`src/mcsd_defs.vh`:
```
`ifndef MCSD_DEFS_VH
`define MCSD_DEFS_VH

// I/O port locations of the configuration registers.
`define MCSD_ADDR_RAM_UPPER 8'hea
`define MCSD_ADDR_RAM_LOWER 8'heb
`define MCSD_ADDR_ROM_UPPER 8'hec
`define MCSD_ADDR_SETUP 8'hed

// Reset values.
`define MCSD_LIMIT_RESET 8'hff
`define MCSD_SETUP_RESET 8'h00

// Bottom page of the ROM window, fixed and not programmable.
`define MCSD_ROM_BASE_PAGE 8'h00

// Field positions.
`define MCSD_SETUP_ROM_OFF 5
`define MCSD_PAGE_HI 19
`define MCSD_PAGE_LO 12
`define MCSD_MUX_BIT 18

`endif

```
`src/mcsd_decoder.v`:
```
`timescale 1ns/100ps
`include "mcsd_defs.vh"
// Contract
// - ROM select active when address page is at or below the ROM limit.
// - RAM select active when page at most RAM upper and above RAM lower.
// - When both ranges hit and setup bit D5 is clear, only the ROM select is asserted.
// - Reset loads all three limit registers with all ones.
// - Setup bit D5 forces the ROM select inactive, letting RAM overlay.
// - ROM range lower end is fixed at address zero.
// - Decoder uses CPU A18 before its mux with the timer output.
// - Limit and setup registers sit at consecutive I/O ports EA..ED.
module mcsd_decoder #(
	parameter AW = 20,
	parameter IOAW = 8,
	parameter DW = 8
) (
	// Clock and reset
	input wire clock_i,
	input wire rst_b_i,
	// CPU memory address, with A18 as driven by the core
	input wire [AW-1:0] cpu_addr_i,
	input wire mem_req_i,
	// I/O register port
	input wire [IOAW-1:0] io_addr_i,
	input wire io_wr_i,
	input wire io_rd_i,
	input wire [DW-1:0] io_wdata_i,
	output reg [DW-1:0] io_rdata_o,
	output wire io_hit_o,
	// Memory device selects
	output wire rom_select_n_o,
	output wire ram_select_n_o,
	// Setup register contents for other blocks
	output wire [DW-1:0] system_setup_o
);
	reg [7:0] ram_upper_limit;
	reg [7:0] ram_lower_limit;
	reg [7:0] rom_upper_limit;
	reg [DW-1:0] system_setup;
	reg [DW-1:0] next_rdata;
	wire sel_ram_upper;
	wire sel_ram_lower;
	wire sel_rom_upper;
	wire sel_setup;
	wire [7:0] page;
	wire rom_hit;
	wire ram_hit;
	wire rom_sel;
	wire ram_sel;

	// The page is taken from the core address; A18 is the core's own bit
	// and never the pin shared with the timer output.
	assign page = cpu_addr_i[`MCSD_PAGE_HI:`MCSD_PAGE_LO];

	// Register decode at the fixed port locations.
	assign sel_ram_upper = (io_addr_i == `MCSD_ADDR_RAM_UPPER);
	assign sel_ram_lower = (io_addr_i == `MCSD_ADDR_RAM_LOWER);
	assign sel_rom_upper = (io_addr_i == `MCSD_ADDR_ROM_UPPER);
	assign sel_setup = (io_addr_i == `MCSD_ADDR_SETUP);
	assign io_hit_o = sel_ram_upper | sel_ram_lower | sel_rom_upper |
		sel_setup;

	always @(posedge clock_i) begin
		if (!rst_b_i) begin
			ram_upper_limit <= `MCSD_LIMIT_RESET;
			ram_lower_limit <= `MCSD_LIMIT_RESET;
			rom_upper_limit <= `MCSD_LIMIT_RESET;
			system_setup <= `MCSD_SETUP_RESET;
		end else if (io_wr_i) begin
			if (sel_ram_upper) begin
				ram_upper_limit <= io_wdata_i[7:0];
			end
			if (sel_ram_lower) begin
				ram_lower_limit <= io_wdata_i[7:0];
			end
			if (sel_rom_upper) begin
				rom_upper_limit <= io_wdata_i[7:0];
			end
			if (sel_setup) begin
				system_setup <= io_wdata_i;
			end
		end
	end

	always @* begin
		next_rdata = {DW{1'b0}};
		if (sel_ram_upper) begin
			next_rdata[7:0] = ram_upper_limit;
		end else if (sel_ram_lower) begin
			next_rdata[7:0] = ram_lower_limit;
		end else if (sel_rom_upper) begin
			next_rdata[7:0] = rom_upper_limit;
		end else if (sel_setup) begin
			next_rdata = system_setup;
		end
	end

	// Read data is registered: it appears the cycle after the strobe and
	// holds until the next read, so slow bus cycles see a stable value.
	always @(posedge clock_i) begin
		if (!rst_b_i) begin
			io_rdata_o <= {DW{1'b0}};
		end else if (io_rd_i) begin
			io_rdata_o <= next_rdata;
		end
	end

	// ROM window runs from page zero up to its limit; the lower bound is
	// zero, so an inclusive compare against zero is always true.
	mcsd_range_cmp #(
		.W(8),
		.LOWER_INCL(1)
	) u_rom_cmp (
		.page_i(page),
		.upper_i(rom_upper_limit),
		.lower_i(`MCSD_ROM_BASE_PAGE),
		.hit_o(rom_hit)
	);

	// RAM window has a strict lower compare.
	mcsd_range_cmp #(
		.W(8),
		.LOWER_INCL(0)
	) u_ram_cmp (
		.page_i(page),
		.upper_i(ram_upper_limit),
		.lower_i(ram_lower_limit),
		.hit_o(ram_hit)
	);

	assign rom_sel = mem_req_i && rom_hit &&
		!system_setup[`MCSD_SETUP_ROM_OFF];
	assign ram_sel = mem_req_i && ram_hit && !rom_sel;

	// Selects are combinational so they settle within the address delay.
	assign rom_select_n_o = ~rom_sel;
	assign ram_select_n_o = ~ram_sel;
	assign system_setup_o = system_setup;
endmodule // mcsd_decoder

```
`src/mcsd_range_cmp.v`:
```
`timescale 1ns/100ps
// Window compare of one page number against an upper and a lower limit.
module mcsd_range_cmp #(
	parameter W = 8,
	parameter LOWER_INCL = 0
) (
	// Operands
	input wire [W-1:0] page_i,
	input wire [W-1:0] upper_i,
	input wire [W-1:0] lower_i,
	// Result
	output wire hit_o
);
	wire above_lower;

	assign above_lower = (LOWER_INCL != 0) ? (page_i >= lower_i) :
		(page_i > lower_i);
	assign hit_o = (page_i <= upper_i) && above_lower;
endmodule // mcsd_range_cmp

```
`config.mk`:
```
export PLATFORM = sky130hd
export DESIGN_NAME = mcsd_decoder
export DESIGN_NICKNAME = d
export VERILOG_FILES = /design/src/mcsd_decoder.v /design/src/mcsd_range_cmp.v
export VERILOG_INCLUDE_DIRS = /design/src
export SDC_FILE = /design/constraint.sdc
export NUM_CORES = 1
export LEC_CHECK = 0
export ABC_CLOCK_PERIOD_IN_PS = 2440
export BUFFER_PORTS_ARGS = -buffer_cell sky130_fd_sc_hd__buf_2
export CAP_MARGIN = 10
export CORE_MARGIN = 1
export CORE_UTILIZATION = 25
export CTS_CLUSTER_DIAMETER = 50
export DETAILED_ROUTE_END_ITERATION = 10
export PLACE_DENSITY = 0.45
export SETUP_SLACK_MARGIN = 0.3
export SLEW_MARGIN = 0
export SYNTH_ARGS = -nofsm -noshare
export SYNTH_HDL_FRONTEND = slang
export SYNTH_HIERARCHICAL = 1
export SYNTH_SLANG_ARGS = --single-unit
export TNS_END_PERCENT = 1
```
`constraint.sdc`:
```
create_clock -name clock_i -period 2.44 [get_ports clock_i]
set_clock_uncertainty 0.2 [all_clocks]
set_input_delay 0.244 -clock clock_i [delete_from_list [all_inputs] [get_ports clock_i]]
set_output_delay 0.244 -clock clock_i [all_outputs]
set_load 0.03 [all_outputs]
```
==> metrics.cfg <==
[setup_path]
crit_required_ns=2.00
cp_slowest_cell=dfxtp_2
path_buf_inv=2
cp.arrival_ns=1.85
cp-end-kind=output port
max_stage_delay_ns=0.33
critPathTopFamily=simple AND/OR/NAND/NOR gates
crit_path_max_fanout=2
criticalPathCategory=register to output port
path_cells=inv_1 > ha_4 > nand4_4 > nor3_4 > nor2_2 > a211oi_2 > nand2b_1 > nand3_2 > buf_6
critPathLaunchType=register

[timing]
fin_crit_ns=2.29
rsz0062_at_grt=yes
fin_tns_setup_ns=0
finalHoldViolations=0
setup-violations-final=0
clock.fmax_mhz=437
maxSlewViolCount=0
fin_worst_hold_slack_ns=0.0189
period_share=0.938

[layout]
area_growth_syn_to_layout_pct=28.9
nets=450
drive_above_1_share=0.315
final_core_util=0.335
antennaDiodeCount=0
fillers=1157

[power_and_ir_drop]
vdd_drop_max_mv=0.262
p_per_area_nw_per_um2=419
power_mw=1.54
p_leak_nw=1.71

[clocking]
clkLatencyLatePin_ns=0.28
path_clk_slew_ns=0.06
cts_buffers=5
cts_hold_buf=0
clock_sinks=40
htreeDepth=2
cts_buffer_depth=2
cts_tree=yes
cts_root_buf=clkbuf_16

[synth]
ys_warn_count=6
synth-async-reset-ratio=0
synth_cell_types=39
synth_edf_count=0
syn_inst=313
synth_ff_type=dfxtp_1
syn_avg_cell_area_sq_um=9.11
synth_seq_area_share=0.281
ys_ff_latch=40
synthesis.area_sq_um=2850

[hold_path]
worst_hold_path_type=primary input to register

[placement]
dp_hpwl_microns=6010
port_buffers=47
gp_congestion=0.782

[routing]
antenna_left=0
via_count=2417
via_per_inst=4.67
first_pass_iters=4
drtIter0Drc=67
wire_per_inst_microns=15.4
drt_wl_total_microns=7990
drc=0

[global_route]
grt_max_degree=29
antenna_found_initial=0
grtUsageTotal=0.144
grt_overflow=0
grt_pass1_wl_microns=12900
first_global_vias=2445

[die]
core_sq_um=11000
fp-row-count=38
die_w_microns=109
initial_core_util=0.260
pin_count=60
die_h_microns=109
dieArea_sq_um=11800

[run]
max-cap-violations=0

[status]
status=complete, no violations

==> cell usage after synthesis, types with 3 or more instances <==
cell       n  area (sq um)
nand2_1   23          86.3
mux2i_1   40           400
dfxtp_1   40           801
ha_1      32           400
clkbuf_1   4          15.0
buf_6      4          45.0
nand4_1    5          31.3
o221ai_1   8          70.1
o2111a_1   8          90.1
nor2_1     5          18.8
o21ai_0   13          65.1
nand3_1    3          15.0
buf_2      4          20.0
nand2b_1  11          68.8
nor2b_1   42           263
inv_1     32           120
a21oi_1   14          70.1
==> kinds of logic (layout without fill, tap and decap cells) <==
| group | after synthesis | count (layout) | share of synthesized area |
|---|---|---|---|
| simple gates | 104 | 104 | 0.231 |
| compound gates | 51 | 51 | 0.132 |
| buf+inv | 45 | 103 | 0.0746 |
| mux | 40 | 40 | 0.140 |
| flops | 40 | 40 | 0.281 |
| fa+ha+maj | 32 | 32 | 0.140 |
| other cells | 1 | 8 | 0.00132 |
==> final cells by class <==
cell class                 instances  area [sq um]  area share
timing repair buffer              63           380       0.103
tap                              140           175      0.0477
sequential                        40           823       0.224
multi-input combinational        235          2030       0.552
inverter                          32           120      0.0327
clock buffer                       8           146      0.0398
==> worst reg2reg max path: cells and delay by family (launching register included) <==
family	cells	cell delay [ns]
flip-flops	1	0.46
AO/OA/AOI/OAI	2	0.38
multiplexers	1	0.12
==> power by group <==
group	switching, mW	leakage [nW]	internal (mW)
sequential	0.000867	0.317	0.652
clock	0.261	0.0712	0.408
combinational	0.122	1.32	0.0955
total	0.384	1.71	1.16
==> layout by cell type, fill, tap and decap left out, drive strengths merged, types with 8 or more instances in the layout <==
cell    count
clkbuf      8
nand2b     12
buf        63
nand2      23
mux2i      40
nor2b      43
ha         32
dfxtp      40
o21ai      13
inv        32
o2111a      8
conb        8
o221ai      8
a21oi      15
==> what timing repair did <==
item                       4_1_cts  5_1_grt
pin swaps                       11        5
gates resized for setup         39        7
setup endpoints to repair        2        2
setup buffers                    8        0
==> state kept, by name, indices dropped and copies added (netlist names) <==
register         cells
io_rdata_o           8
rom_upper_limit      8
ram_upper_limit      8
ram_lower_limit      8
system_setup_o       8
==> worst paths after layout <==
path / startpoint / to / slack (ns) / cells after the start
worst min register to register: system_setup_o[4]$_SDFFE_PN0P_ / system_setup_o[4]$_SDFFE_PN0P_ / 0.27 / 2
worst max register to register: system_setup_o[5]$_SDFFE_PN0P_ / io_rdata_o[5]$_SDFFE_PN0P_ / 1.23 / 3
worst min-delay path: io_wdata_i[0] / system_setup_o[0]$_SDFFE_PN0P_ / 0.02 / 3
worst max-delay path: rom_upper_limit[5]$_SDFFE_PN1P_ / ram_select_n_o / 0.15 / 9
==> metal layers <==
layer | vias to the layer above | GRT usage | part of all wire
met5 | - | 0 | 0
met4 | 0 | 0.0396 | 0.0098
met3 | 5 | 0.0179 | 0.035
met2 | 50 | 0.235 | 0.46
met1 | 1137 | 0.200 | 0.49
li1 | 1225 | - | -
==> metrics by stage <==
stage	instances	setup WS [ns]	area, sq um
floorplan	320	0.376	2880
global placement	502	0.224	3270
detailed placement	502	0.191	3270
CTS	518	0.165	3660
global route	518	0.0351	3680
finish	518	0.150	3680
(Power assumes the default switching activity.)
